$ cat src/rtl/rtc_defs.vh
// Register offsets, field positions, reset values and timing counts of the RTC core
`ifndef RTC_DEFS_VH
`define RTC_DEFS_VH

// ----------------------------------------------------------------
// Register offsets
// ----------------------------------------------------------------
`define RTC_ADDR_SEC 4'h0
`define RTC_ADDR_MIN 4'h1
`define RTC_ADDR_HOUR 4'h2
`define RTC_ADDR_DAY 4'h3
`define RTC_ADDR_DATE 4'h4
`define RTC_ADDR_MONTH 4'h5
`define RTC_ADDR_YEAR 4'h6
`define RTC_ADDR_A1_SEC 4'h7
`define RTC_ADDR_A1_MIN 4'h8
`define RTC_ADDR_A1_HOUR 4'h9
`define RTC_ADDR_A1_DD 4'ha
`define RTC_ADDR_A2_MIN 4'hb
`define RTC_ADDR_A2_HOUR 4'hc
`define RTC_ADDR_A2_DD 4'hd
`define RTC_ADDR_CONTROL 4'he
`define RTC_ADDR_STATUS 4'hf

// ----------------------------------------------------------------
// Writable bits per register; the rest read as zero
// ----------------------------------------------------------------
`define RTC_WMASK_SEC 8'h7f
`define RTC_WMASK_MIN 8'h7f
`define RTC_WMASK_HOUR 8'h7f
`define RTC_WMASK_DAY 8'h07
`define RTC_WMASK_DATE 8'h3f
`define RTC_WMASK_MONTH 8'h9f
`define RTC_WMASK_CONTROL 8'hbf

// ----------------------------------------------------------------
// Field positions
// ----------------------------------------------------------------
`define RTC_BIT_ALARM_MASK 7
`define RTC_BIT_WEEKDAY_SEL 6
`define RTC_BIT_HOUR_12H 6
`define RTC_BIT_HOUR_PM 5
`define RTC_BIT_CENTURY 7
`define RTC_BIT_OSC_STOP 7
`define RTC_BIT_GLITCH_ON 5
`define RTC_BIT_RATE_HI 4
`define RTC_BIT_RATE_LO 3
`define RTC_BIT_STEER 2
`define RTC_BIT_A2_IRQ_EN 1
`define RTC_BIT_A1_IRQ_EN 0
`define RTC_BIT_EXT_REF 2
`define RTC_BIT_A2_FLAG 1
`define RTC_BIT_A1_FLAG 0

// ----------------------------------------------------------------
// Reset values
// ----------------------------------------------------------------
`define RTC_RST_TIME 8'h00
`define RTC_RST_DAY 8'h01
`define RTC_RST_DATE 8'h01
`define RTC_RST_MONTH 8'h01
`define RTC_RST_CONTROL 8'h18

// ----------------------------------------------------------------
// Timing
// ----------------------------------------------------------------
`define RTC_CLK_PERIOD_NS 4
`define RTC_GLITCH_NS 5000
`define RTC_GLITCH_CYC ((`RTC_GLITCH_NS + `RTC_CLK_PERIOD_NS - 1) / `RTC_CLK_PERIOD_NS)
`define RTC_OSC_HZ 32768
`define RTC_REF_TOL_PERMIL 8
`define RTC_REF_TOL_CNT ((`RTC_OSC_HZ * `RTC_REF_TOL_PERMIL) / 1000)
`define RTC_JITTER_MS 2
`define RTC_SKEW_CNT ((`RTC_OSC_HZ * `RTC_JITTER_MS) / 1000)

`endif

$ cat src/rtl/rtc_calendar_alarm_core.v
// Calendar counters, alarms, control registers and pin routing of the RTC core
`timescale 1ns/1ns
`include "rtc_defs.vh"

// Contract
// All time fields are kept in BCD
// Weekday advances at midnight, 7 wraps to 1
// Century bit toggles on year 99 to 00
// Hours bit 6 selects 12 or 24 hour
// Hours bit 5 is PM or tens bit
// Reset loads 00:00:00 00/01/01, weekday 01
// Alarm bit 7 masks; unmasked fields must match
// First alarm masks choose its repeat rate
// Second alarm masks choose its repeat rate
// Day/date bit 6 picks weekday or date compare
// Match sets flag regardless of enable
// Pin active only with flag and enable
// Control bit 7 stops oscillator, resets 0
// Control bit 5 enables glitch filter, resets 0
// Rate bits reset to 1, 32.768 kHz
// Slow output conditioned by valid reference only
// 1 Hz output jitter under 2 ms
// Steer 0: square on pin B
// Steer 1, ext 0: alarm1 A, alarm2 B
// Steer 1, ext 1: both alarms on B
// Steer and enables reset to 0
// Rate bits encode the four square frequencies
// Steer 0: pin A alarms or reference input
// Flag cleared by writing 0, 1 keeps it
// Interrupt pins are driven low when active
// Carries cascade with month lengths and leap years
// 12-hour count: 11 to 12 toggles PM
module rtc_calendar_alarm_core (
  // Clock and reset
  input wire ref_clk,
  input wire nrst,
  // Register port from the serial interface
  input wire [3:0] reg_addr,
  input wire reg_wr_en,
  input wire [7:0] reg_wdata,
  output reg [7:0] reg_rdata,
  // Crystal oscillator level
  input wire osc_in,
  // Pin A: reference input or open-drain interrupt
  input wire refin_irq_a_pin_in,
  output wire refin_irq_a_pin_out,
  output reg refin_irq_a_pin_oe_n,
  // Pin B: open-drain square wave or interrupt
  output wire wave_irq_b_pin_out,
  output reg wave_irq_b_pin_oe_n
);

  // ----------------------------------------------------------------
  // Storage
  // ----------------------------------------------------------------
  reg [7:0] seconds_count, minutes_count, hours_count, weekday_count;
  reg [7:0] date_count, month_count, year_count;
  reg [7:0] alarm1_sec, alarm1_min, alarm1_hour, alarm1_daydate;
  reg [7:0] alarm2_min, alarm2_hour, alarm2_daydate, control, next_rdata;
  reg ext_ref_enable, alarm1_flag, alarm2_flag, tick_d;
  wire sec_tick, square_level, osc_stop_ctl, glitch_filter_on;
  wire interrupt_steer, alarm1_irq_en, alarm2_irq_en;
  wire [1:0] rate_sel;
  wire [7:0] hour_step, month_step, last_day;
  wire carry_sec, carry_min, carry_hour, carry_date, carry_month;
  wire alarm1_match, alarm2_match, irq1, irq2;

  // ----------------------------------------------------------------
  // Helper functions
  // ----------------------------------------------------------------
  // Two-digit BCD increment
  function [7:0] bcd_inc;
    input [7:0] v;
    bcd_inc = (v[3:0] == 4'h9) ? {v[7:4] + 4'h1, 4'h0} : {v[7:4], v[3:0] + 4'h1};
  endfunction
  // Hour step in either format; bit 7 of the result is the day carry
  function [7:0] hour_inc;
    input [6:0] h;
    reg [7:0] t;
    begin
      t = bcd_inc({3'b000, h[4:0]});
      if (h[`RTC_BIT_HOUR_12H]) begin
        if (h[4:0] == 5'h12) begin
          hour_inc = {1'b0, h[6:5], 5'h01};
        end else if (h[4:0] == 5'h11) begin
          hour_inc = {h[5], h[6], ~h[5], 5'h12};
        end else begin
          hour_inc = {1'b0, h[6:5], t[4:0]};
        end
      end else if (h[5:0] == 6'h23) begin
        hour_inc = 8'h80;
      end else begin
        t = bcd_inc({2'b00, h[5:0]});
        hour_inc = {2'b00, t[5:0]};
      end
    end
  endfunction
  // Leap year test on a BCD year, every fourth year
  function is_leap;
    input [7:0] y;
    is_leap = y[4] ? ((y[3:0] == 4'h2) || (y[3:0] == 4'h6)) :
      ((y[3:0] == 4'h0) || (y[3:0] == 4'h4) || (y[3:0] == 4'h8));
  endfunction
  // Last BCD date of a month
  function [7:0] month_end;
    input [4:0] m;
    input leap;
    begin
      case (m)
        5'h02: month_end = leap ? 8'h29 : 8'h28;
        5'h04, 5'h06, 5'h09, 5'h11: month_end = 8'h30;
        default: month_end = 8'h31;
      endcase
    end
  endfunction
  // Unmasked day/date compare against weekday or date
  function daydate_hit;
    input [7:0] a;
    input [7:0] wd;
    input [7:0] dt;
    daydate_hit = (a[5:0] == (a[`RTC_BIT_WEEKDAY_SEL] ? wd[5:0] : dt[5:0]));
  endfunction

  // ----------------------------------------------------------------
  // Control fields
  // ----------------------------------------------------------------
  assign osc_stop_ctl = control[`RTC_BIT_OSC_STOP];
  assign glitch_filter_on = control[`RTC_BIT_GLITCH_ON];
  assign rate_sel = {control[`RTC_BIT_RATE_HI], control[`RTC_BIT_RATE_LO]};
  assign interrupt_steer = control[`RTC_BIT_STEER];
  assign alarm2_irq_en = control[`RTC_BIT_A2_IRQ_EN];
  assign alarm1_irq_en = control[`RTC_BIT_A1_IRQ_EN];

  // ----------------------------------------------------------------
  // Oscillator and 1 Hz source
  // ----------------------------------------------------------------
  rtc_osc_prescaler u_prescaler (
    .ref_clk(ref_clk),
    .nrst(nrst),
    .osc_in(osc_in),
    .ref_in(refin_irq_a_pin_in),
    .osc_stop_ctl(osc_stop_ctl),
    .glitch_filter_on(glitch_filter_on),
    .ext_ref_enable(ext_ref_enable),
    .rate_sel(rate_sel),
    .sec_tick(sec_tick),
    .square_level(square_level)
  );

  // ----------------------------------------------------------------
  // Carry chain
  // ----------------------------------------------------------------
  assign hour_step = hour_inc(hours_count[6:0]);
  assign last_day = month_end(month_count[4:0], is_leap(year_count));
  assign month_step = bcd_inc({3'b000, month_count[4:0]});
  assign carry_sec = sec_tick && (seconds_count == 8'h59);
  assign carry_min = carry_sec && (minutes_count == 8'h59);
  assign carry_hour = carry_min && hour_step[7];
  assign carry_date = carry_hour && (date_count == last_day);
  assign carry_month = carry_date && (month_count[4:0] == 5'h12);

  // Time and calendar counters; a write to a field wins over its carry
  always @(posedge ref_clk or negedge nrst) begin
    if (!nrst) begin
      seconds_count <= `RTC_RST_TIME;
      minutes_count <= `RTC_RST_TIME;
      hours_count <= `RTC_RST_TIME;
      weekday_count <= `RTC_RST_DAY;
      date_count <= `RTC_RST_DATE;
      month_count <= `RTC_RST_MONTH;
      year_count <= `RTC_RST_TIME;
    end else begin
      if (reg_wr_en && reg_addr == `RTC_ADDR_SEC) begin
        seconds_count <= reg_wdata & `RTC_WMASK_SEC;
      end else if (sec_tick) begin
        seconds_count <= carry_sec ? 8'h00 : bcd_inc(seconds_count);
      end
      if (reg_wr_en && reg_addr == `RTC_ADDR_MIN) begin
        minutes_count <= reg_wdata & `RTC_WMASK_MIN;
      end else if (carry_sec) begin
        minutes_count <= carry_min ? 8'h00 : bcd_inc(minutes_count);
      end
      if (reg_wr_en && reg_addr == `RTC_ADDR_HOUR) begin
        hours_count <= reg_wdata & `RTC_WMASK_HOUR;
      end else if (carry_min) begin
        hours_count <= {1'b0, hour_step[6:0]};
      end
      if (reg_wr_en && reg_addr == `RTC_ADDR_DAY) begin
        weekday_count <= reg_wdata & `RTC_WMASK_DAY;
      end else if (carry_hour) begin
        weekday_count <= (weekday_count == 8'h07) ? 8'h01 : bcd_inc(weekday_count);
      end
      if (reg_wr_en && reg_addr == `RTC_ADDR_DATE) begin
        date_count <= reg_wdata & `RTC_WMASK_DATE;
      end else if (carry_hour) begin
        date_count <= carry_date ? 8'h01 : bcd_inc(date_count);
      end
      if (reg_wr_en && reg_addr == `RTC_ADDR_MONTH) begin
        month_count <= reg_wdata & `RTC_WMASK_MONTH;
      end else if (carry_date) begin
        month_count[4:0] <= carry_month ? 5'h01 : month_step[4:0];
        if (carry_month && year_count == 8'h99) begin
          month_count[`RTC_BIT_CENTURY] <= ~month_count[`RTC_BIT_CENTURY];
        end
      end
      if (reg_wr_en && reg_addr == `RTC_ADDR_YEAR) begin
        year_count <= reg_wdata;
      end else if (carry_month) begin
        year_count <= (year_count == 8'h99) ? 8'h00 : bcd_inc(year_count);
      end
    end
  end

  // ----------------------------------------------------------------
  // Alarm and control registers
  // ----------------------------------------------------------------
  // Alarm values have no defined reset; zero keeps simulation clean
  always @(posedge ref_clk or negedge nrst) begin
    if (!nrst) begin
      alarm1_sec <= 8'h00;
      alarm1_min <= 8'h00;
      alarm1_hour <= 8'h00;
      alarm1_daydate <= 8'h00;
      alarm2_min <= 8'h00;
      alarm2_hour <= 8'h00;
      alarm2_daydate <= 8'h00;
      control <= `RTC_RST_CONTROL;
      ext_ref_enable <= 1'b0;
    end else if (reg_wr_en) begin
      case (reg_addr)
        `RTC_ADDR_A1_SEC: alarm1_sec <= reg_wdata;
        `RTC_ADDR_A1_MIN: alarm1_min <= reg_wdata;
        `RTC_ADDR_A1_HOUR: alarm1_hour <= reg_wdata;
        `RTC_ADDR_A1_DD: alarm1_daydate <= reg_wdata;
        `RTC_ADDR_A2_MIN: alarm2_min <= reg_wdata;
        `RTC_ADDR_A2_HOUR: alarm2_hour <= reg_wdata;
        `RTC_ADDR_A2_DD: alarm2_daydate <= reg_wdata;
        `RTC_ADDR_CONTROL: control <= reg_wdata & `RTC_WMASK_CONTROL;
        `RTC_ADDR_STATUS: ext_ref_enable <= reg_wdata[`RTC_BIT_EXT_REF];
        default: ;
      endcase
    end
  end

  // ----------------------------------------------------------------
  // Alarm compare, one cycle after the counters moved
  // ----------------------------------------------------------------
  assign alarm1_match = tick_d &&
    (alarm1_sec[7] || alarm1_sec[6:0] == seconds_count[6:0]) &&
    (alarm1_min[7] || alarm1_min[6:0] == minutes_count[6:0]) &&
    (alarm1_hour[7] || alarm1_hour[6:0] == hours_count[6:0]) &&
    (alarm1_daydate[7] || daydate_hit(alarm1_daydate, weekday_count, date_count));
  assign alarm2_match = tick_d && (seconds_count == 8'h00) &&
    (alarm2_min[7] || alarm2_min[6:0] == minutes_count[6:0]) &&
    (alarm2_hour[7] || alarm2_hour[6:0] == hours_count[6:0]) &&
    (alarm2_daydate[7] || daydate_hit(alarm2_daydate, weekday_count, date_count));

  // Flags: a match in the clearing cycle keeps the flag set
  always @(posedge ref_clk or negedge nrst) begin
    if (!nrst) begin
      tick_d <= 1'b0;
      alarm1_flag <= 1'b0;
      alarm2_flag <= 1'b0;
    end else begin
      tick_d <= sec_tick;
      if (reg_wr_en && reg_addr == `RTC_ADDR_STATUS) begin
        alarm1_flag <= (alarm1_flag & reg_wdata[`RTC_BIT_A1_FLAG]) | alarm1_match;
        alarm2_flag <= (alarm2_flag & reg_wdata[`RTC_BIT_A2_FLAG]) | alarm2_match;
      end else begin
        alarm1_flag <= alarm1_flag | alarm1_match;
        alarm2_flag <= alarm2_flag | alarm2_match;
      end
    end
  end

  // ----------------------------------------------------------------
  // Pin routing
  // ----------------------------------------------------------------
  assign irq1 = alarm1_flag && alarm1_irq_en;
  assign irq2 = alarm2_flag && alarm2_irq_en;
  assign refin_irq_a_pin_out = 1'b0;
  assign wave_irq_b_pin_out = 1'b0;

  // Open-drain: enable low pulls the pin low, high releases it
  always @(posedge ref_clk or negedge nrst) begin
    if (!nrst) begin
      refin_irq_a_pin_oe_n <= 1'b1;
      wave_irq_b_pin_oe_n <= 1'b1;
    end else if (!interrupt_steer) begin
      wave_irq_b_pin_oe_n <= square_level;
      refin_irq_a_pin_oe_n <= ext_ref_enable | ~(irq1 | irq2);
    end else if (!ext_ref_enable) begin
      refin_irq_a_pin_oe_n <= ~irq1;
      wave_irq_b_pin_oe_n <= ~irq2;
    end else begin
      refin_irq_a_pin_oe_n <= 1'b1;
      wave_irq_b_pin_oe_n <= ~(irq1 | irq2);
    end
  end

  // ----------------------------------------------------------------
  // Read path
  // ----------------------------------------------------------------
  always @* begin
    case (reg_addr)
      `RTC_ADDR_SEC: next_rdata = seconds_count;
      `RTC_ADDR_MIN: next_rdata = minutes_count;
      `RTC_ADDR_HOUR: next_rdata = hours_count;
      `RTC_ADDR_DAY: next_rdata = weekday_count;
      `RTC_ADDR_DATE: next_rdata = date_count;
      `RTC_ADDR_MONTH: next_rdata = month_count;
      `RTC_ADDR_YEAR: next_rdata = year_count;
      `RTC_ADDR_A1_SEC: next_rdata = alarm1_sec;
      `RTC_ADDR_A1_MIN: next_rdata = alarm1_min;
      `RTC_ADDR_A1_HOUR: next_rdata = alarm1_hour;
      `RTC_ADDR_A1_DD: next_rdata = alarm1_daydate;
      `RTC_ADDR_A2_MIN: next_rdata = alarm2_min;
      `RTC_ADDR_A2_HOUR: next_rdata = alarm2_hour;
      `RTC_ADDR_A2_DD: next_rdata = alarm2_daydate;
      `RTC_ADDR_CONTROL: next_rdata = control;
      default: next_rdata = {5'h00, ext_ref_enable, alarm2_flag, alarm1_flag};
    endcase
  end

  // Registered read data follows the address one cycle later
  always @(posedge ref_clk or negedge nrst) begin
    if (!nrst) begin
      reg_rdata <= 8'h00;
    end else begin
      reg_rdata <= next_rdata;
    end
  end

endmodule

$ cat src/rtl/rtc_osc_prescaler.v
// Oscillator conditioning, 1 Hz prescaler, reference lock and square-wave select
`timescale 1ns/1ns
`include "rtc_defs.vh"

module rtc_osc_prescaler (
  // Clock and reset
  input wire ref_clk,
  input wire nrst,
  // Oscillator and reference pins
  input wire osc_in,
  input wire ref_in,
  // Controls
  input wire osc_stop_ctl,
  input wire glitch_filter_on,
  input wire ext_ref_enable,
  input wire [1:0] rate_sel,
  // Results
  output reg sec_tick,
  output reg square_level
);

  reg [1:0] osc_sync;
  reg [1:0] ref_sync;
  reg osc_filt;
  reg osc_prev;
  reg ref_prev;
  reg [10:0] glitch_cnt;
  reg [14:0] pre;
  reg [15:0] ref_period;
  reg [14:0] lock_phase;
  reg locked;
  wire osc_rise;
  wire ref_rise;
  wire ref_valid;
  wire [14:0] skew;
  wire skew_big;
  reg next_square;

  // Limits kept as integers; each compare takes only the bits it needs
  localparam integer GLITCH_LAST = `RTC_GLITCH_CYC - 1;
  localparam integer REF_LOW = `RTC_OSC_HZ - `RTC_REF_TOL_CNT;
  localparam integer REF_HIGH = `RTC_OSC_HZ + `RTC_REF_TOL_CNT;
  localparam integer SKEW_LOW = `RTC_SKEW_CNT;
  localparam integer SKEW_HIGH = `RTC_OSC_HZ - `RTC_SKEW_CNT;

  // ----------------------------------------------------------------
  // Pin synchronisers and glitch filter
  // ----------------------------------------------------------------
  // Filter lets a new level through only after it held steady long enough
  always @(posedge ref_clk or negedge nrst) begin
    if (!nrst) begin
      osc_sync <= 2'b00;
      ref_sync <= 2'b00;
      osc_filt <= 1'b0;
      glitch_cnt <= 11'h000;
    end else begin
      osc_sync <= {osc_sync[0], osc_in};
      ref_sync <= {ref_sync[0], ref_in};
      if (!glitch_filter_on || osc_sync[1] == osc_filt) begin
        glitch_cnt <= 11'h000;
        osc_filt <= osc_sync[1];
      end else if (glitch_cnt == GLITCH_LAST[10:0]) begin
        glitch_cnt <= 11'h000;
        osc_filt <= osc_sync[1];
      end else begin
        glitch_cnt <= glitch_cnt + 11'h001;
      end
    end
  end

  // A stopped oscillator produces no edges at all
  assign osc_rise = osc_filt && !osc_prev && !osc_stop_ctl;
  assign ref_rise = ref_sync[1] && !ref_prev && ext_ref_enable;
  assign ref_valid = (ref_period >= REF_LOW[15:0]) &&
                     (ref_period <= REF_HIGH[15:0]);
  assign skew = pre - lock_phase;
  assign skew_big = (skew >= SKEW_LOW[14:0]) && (skew <= SKEW_HIGH[14:0]);

  // ----------------------------------------------------------------
  // Prescaler with reference correction
  // ----------------------------------------------------------------
  // A correction may drop or repeat one tick; skew is held under the jitter bound
  always @(posedge ref_clk or negedge nrst) begin
    if (!nrst) begin
      osc_prev <= 1'b0;
      ref_prev <= 1'b0;
      pre <= 15'h0000;
      ref_period <= 16'h0000;
      lock_phase <= 15'h0000;
      locked <= 1'b0;
      sec_tick <= 1'b0;
    end else begin
      osc_prev <= osc_filt;
      ref_prev <= ref_sync[1];
      sec_tick <= osc_rise && (pre == 15'h7fff);
      if (ref_rise) begin
        ref_period <= 16'h0000;
        if (!ref_valid) begin
          locked <= 1'b0;
        end else if (!locked) begin
          locked <= 1'b1;
          lock_phase <= pre;
        end
      end else if (osc_rise && ref_period != 16'hffff) begin
        ref_period <= ref_period + 16'h0001;
      end
      if (!ext_ref_enable) begin
        locked <= 1'b0;
      end
      if (ref_rise && ref_valid && locked && skew_big) begin
        pre <= lock_phase;
      end else if (osc_rise) begin
        pre <= pre + 15'h0001;
      end
    end
  end

  // ----------------------------------------------------------------
  // Square-wave rate select
  // ----------------------------------------------------------------
  always @* begin
    case (rate_sel)
      2'b00: next_square = pre[14];
      2'b01: next_square = pre[2];
      2'b10: next_square = pre[1];
      default: next_square = osc_filt;
    endcase
  end

  // Only the 32.768 kHz rate bypasses the corrected divider chain
  always @(posedge ref_clk or negedge nrst) begin
    if (!nrst) begin
      square_level <= 1'b0;
    end else if (!osc_stop_ctl) begin
      square_level <= next_square;
    end
  end

endmodule

$ cat config.mk
export PLATFORM = sky130hd
export DESIGN_NAME = rtc_calendar_alarm_core
export DESIGN_NICKNAME = d
export VERILOG_FILES = /design/src/rtl/rtc_calendar_alarm_core.v /design/src/rtl/rtc_osc_prescaler.v
export VERILOG_INCLUDE_DIRS = /design/src /design/src/rtl
export SDC_FILE = /design/constraint.sdc
export NUM_CORES = 1
export LEC_CHECK = 0
export BUFFER_PORTS_ARGS = -buffer_cell sky130_fd_sc_hd__buf_2
export CORE_AREA = 2 2 132 147
export CTS_CLUSTER_SIZE = 10
export DETAILED_ROUTE_END_ITERATION = 8
export DIE_AREA = 0 0 134 149
export PLACE_DENSITY = 0.8
export SYNTH_ARGS = -nofsm -noshare
export SYNTH_HDL_FRONTEND = slang
export SYNTH_SLANG_ARGS = --single-unit
$ cat constraint.sdc
create_clock -name ref_clk -period 9.02 [get_ports ref_clk]
set_input_delay 0.902 -clock ref_clk [delete_from_list [all_inputs] [get_ports ref_clk]]
set_output_delay 0.902 -clock ref_clk [all_outputs]
set_load 0.02 [all_outputs]
==> results.ini <==
[run_status]
status = completed

[grt]
grt_overflow = 0
grtUsageTotal = 0.3384
grt_pass1_vias = 9509
grt_max_degree = 77
antenna_found_initial = 0
grt_pass1_wl_um = 51780

[critical_path]
critical_path_class = reg2reg
arrival_ns = 3.93
worst_setup_path_start_kind = flop
worstPathRequired_ns = 9.35
end_kind = flop
critPathMaxFanout = 15

[detailed_routing]
drcViolationCount = 0
met3RoutedLength_um = 2423
wl_per_cell_um = 21.66
routed_wl_um = 32840
drt_pass1_iterations = 6
route.met2.wl_um = 15690
ant_nets = 0
via_per_inst = 6.566
wl_met1_um = 13170
top_layer_used = met4
via_count = 9954
drtIter0Drc = 1094

[placement]
io_buffer_count = 26
dp_slack_ns = 5.390
place_congestion = 1.023
place_hpwl_um = 23090

[clock_tree]
post_cts_buffers = 0
cts.sinks = 197
numCtsBuffers = 17
ctsResizeCount = 0
insertion_delay_ns = 0.45
cts_buffer_depth = 2
root_buffer = clkbuf_16
cts_hold_buffers = 0
cts_tree = done
clk_pin_slew_ns = 0.07
htree_levels = 4

[synth]
synth_most_common_cell = dfrtp_1
avgSynthCellArea_um2 = 9.548
synth_top_cell_area_share = 0.3890
synthFlopType = dfrtp_1
synth_async_sr_flop_share = 1.000
syn_area_mm2 = 0.01222
synth_edf_count = 0
synth_area_leaders = dfrtp_1, mux2_2, mux2i_1
postSynthCellCount = 1280
synth_cell_type_count = 90
synth_top_cell_by_area = dfrtp_1
yosys_register_bits = 197
synth_warnings = 0
yosysSeqAreaShare = 0.4041
synthTopCellsByCount = dfrtp_1, nand2_1, nor2_1

[timing]
finalSetupViolations = 0
timing.final.ws_setup_ns = 5.424
worst_pin_slew_ns = 1.168
fmax_ghz = 0.2781
layout_min_cycle_time_ns = 3.596
tns_ns = 0
finalHoldViolations = 0
max_slew_margin = 0.2188
clock_skew_ns = 0.01651
period_share = 0.3987
rsz0062_at_grt = false
slew_viol_final = 0

[finish]
register_area_mm2 = 0.004938
n_fill_cell = 1443
multi_input_area_mm2 = 0.006788
nNetsFinal = 1309
n_antenna_cell = 0
drive_gt1_frac = 0.1411
area_growth_pct = 6.071

[die]
core_mm2 = 0.01863
dieWidth_um = 134
rows = 53
die_h_um = 149
dieArea_mm2 = 0.01997
ios = 29
initial_utilization = 0.6559

[job]
max_cap_violations = 0

[power_and_ir_drop]
p_per_area_mw_per_mm2 = 225.9
p_leak_nw = 5.532
ir_drop_uv = 142.0

[hold_path]
hp-class = reg2reg

-- per-layer routing --
layer / vias up / track usage
li1: 4522 / -
met1: 4909 / 0.4335
met2: 421 / 0.5541
met3: 102 / 0.06422
met4: 0 / 0.1665
met5: - / 0
-- registers in the layout, indices dropped and copies added (netlist names), 11 cells and up --
| name | cells |
|---|---|
| u_prescaler.ref_period | 16 |
| u_prescaler.glitch_cnt | 11 |
| u_prescaler.lock_phase | 15 |
| u_prescaler.pre | 15 |
-- metrics by stage --
step | cell area [um^2] | hold WS (ns) | total power [mW] | instances | utilization
global placement | 12370 | 0.3370 | 2.122 | 1484 | 0.6638
floorplan | 12230 | 0.3312 | 1.901 | 1281 | -
CTS | 12960 | 0.3539 | 2.919 | 1516 | 0.6957
finish | 12960 | 0.3520 | 2.928 | 1516 | 0.6957
global route | 12960 | 0.3651 | 3.075 | 1516 | 0.6957
detailed placement | 12370 | 0.3358 | 2.151 | 1484 | 0.6638
-- area by class of cell --
| cell class | count | area share |
|---|---|---|
| multi-input combinational | 966 | 0.5236 |
| sequential | 197 | 0.3809 |
| clock buffer | 18 | 0.03310 |
| tap | 247 | 0.02384 |
| timing repair buffer | 30 | 0.01303 |
| clock inverter | 14 | 0.01274 |
| inverter | 44 | 0.01274 |
-- cell usage in the layout (no fill, tap or decap), types with 10 or more instances in the layout --
cell,n
and3_1,15
ha_1,35
mux2_2,78
xor2_1,52
o21ai_1,11
mux2i_1,47
inv_1,43
buf_2,25
xnor2_1,48
or3_1,10
a31oi_1,13
nand3_1,52
o21ai_0,86
nor3b_1,11
a21oi_1,48
dfrtp_1,190
nor4_1,13
nand2_1,115
clkbuf_16,17
nand4_1,16
nor2b_1,17
nor3_1,20
nand2b_1,13
nor2_1,105
a22oi_1,10
-- cells by family after synthesis --
logic type / synth area share
XOR/XNOR: 0.07166
adder cells (fa/ha/maj): 0.03747
other: 0.0003068
multiplexers: 0.1257
AND/OR/NAND/NOR: 0.1801
AO/OA/AOI/OAI: 0.1398
flip-flops: 0.4041
buffers and inverters: 0.04085
-- worst paths after layout --
path / startpoint / endpoint / slack, ns / depth (start not counted)
max: u_prescaler.pre[0] / u_prescaler.pre[0] / 5.42 / 11
min: u_prescaler.ref_sync[0] / u_prescaler.ref_sync[1] / 0.35 / 0
max reg2reg: u_prescaler.pre[0] / u_prescaler.pre[0] / 5.42 / 11
min reg2reg: u_prescaler.ref_sync[0] / u_prescaler.ref_sync[1] / 0.35 / 0
max in group asynchronous: nrst / alarm1_daydate[1] / 6.54 / 3
min in group asynchronous: nrst / seconds_count[3] / 0.39 / 1
-- power by group --
group	internal [mW]	switching, mW
Sequential	1.04	0.273
Combinational	0.412	0.433
Clock	0.395	0.370
-- worst max-delay path: stages, from the launching register on --
cell      delay [ns]
dfrtp_1         0.41
inv_1           0.09
ha_1            0.20
fa_1            0.44
nor2b_4         0.15
o21ai_1         0.09
mux2i_1         0.13
a211o_1         0.33
a211oi_2        0.22
or4b_4          0.49
a22oi_4         0.58
mux2_4          0.35
No activity file was read; power rests on OpenSTA's default activity.
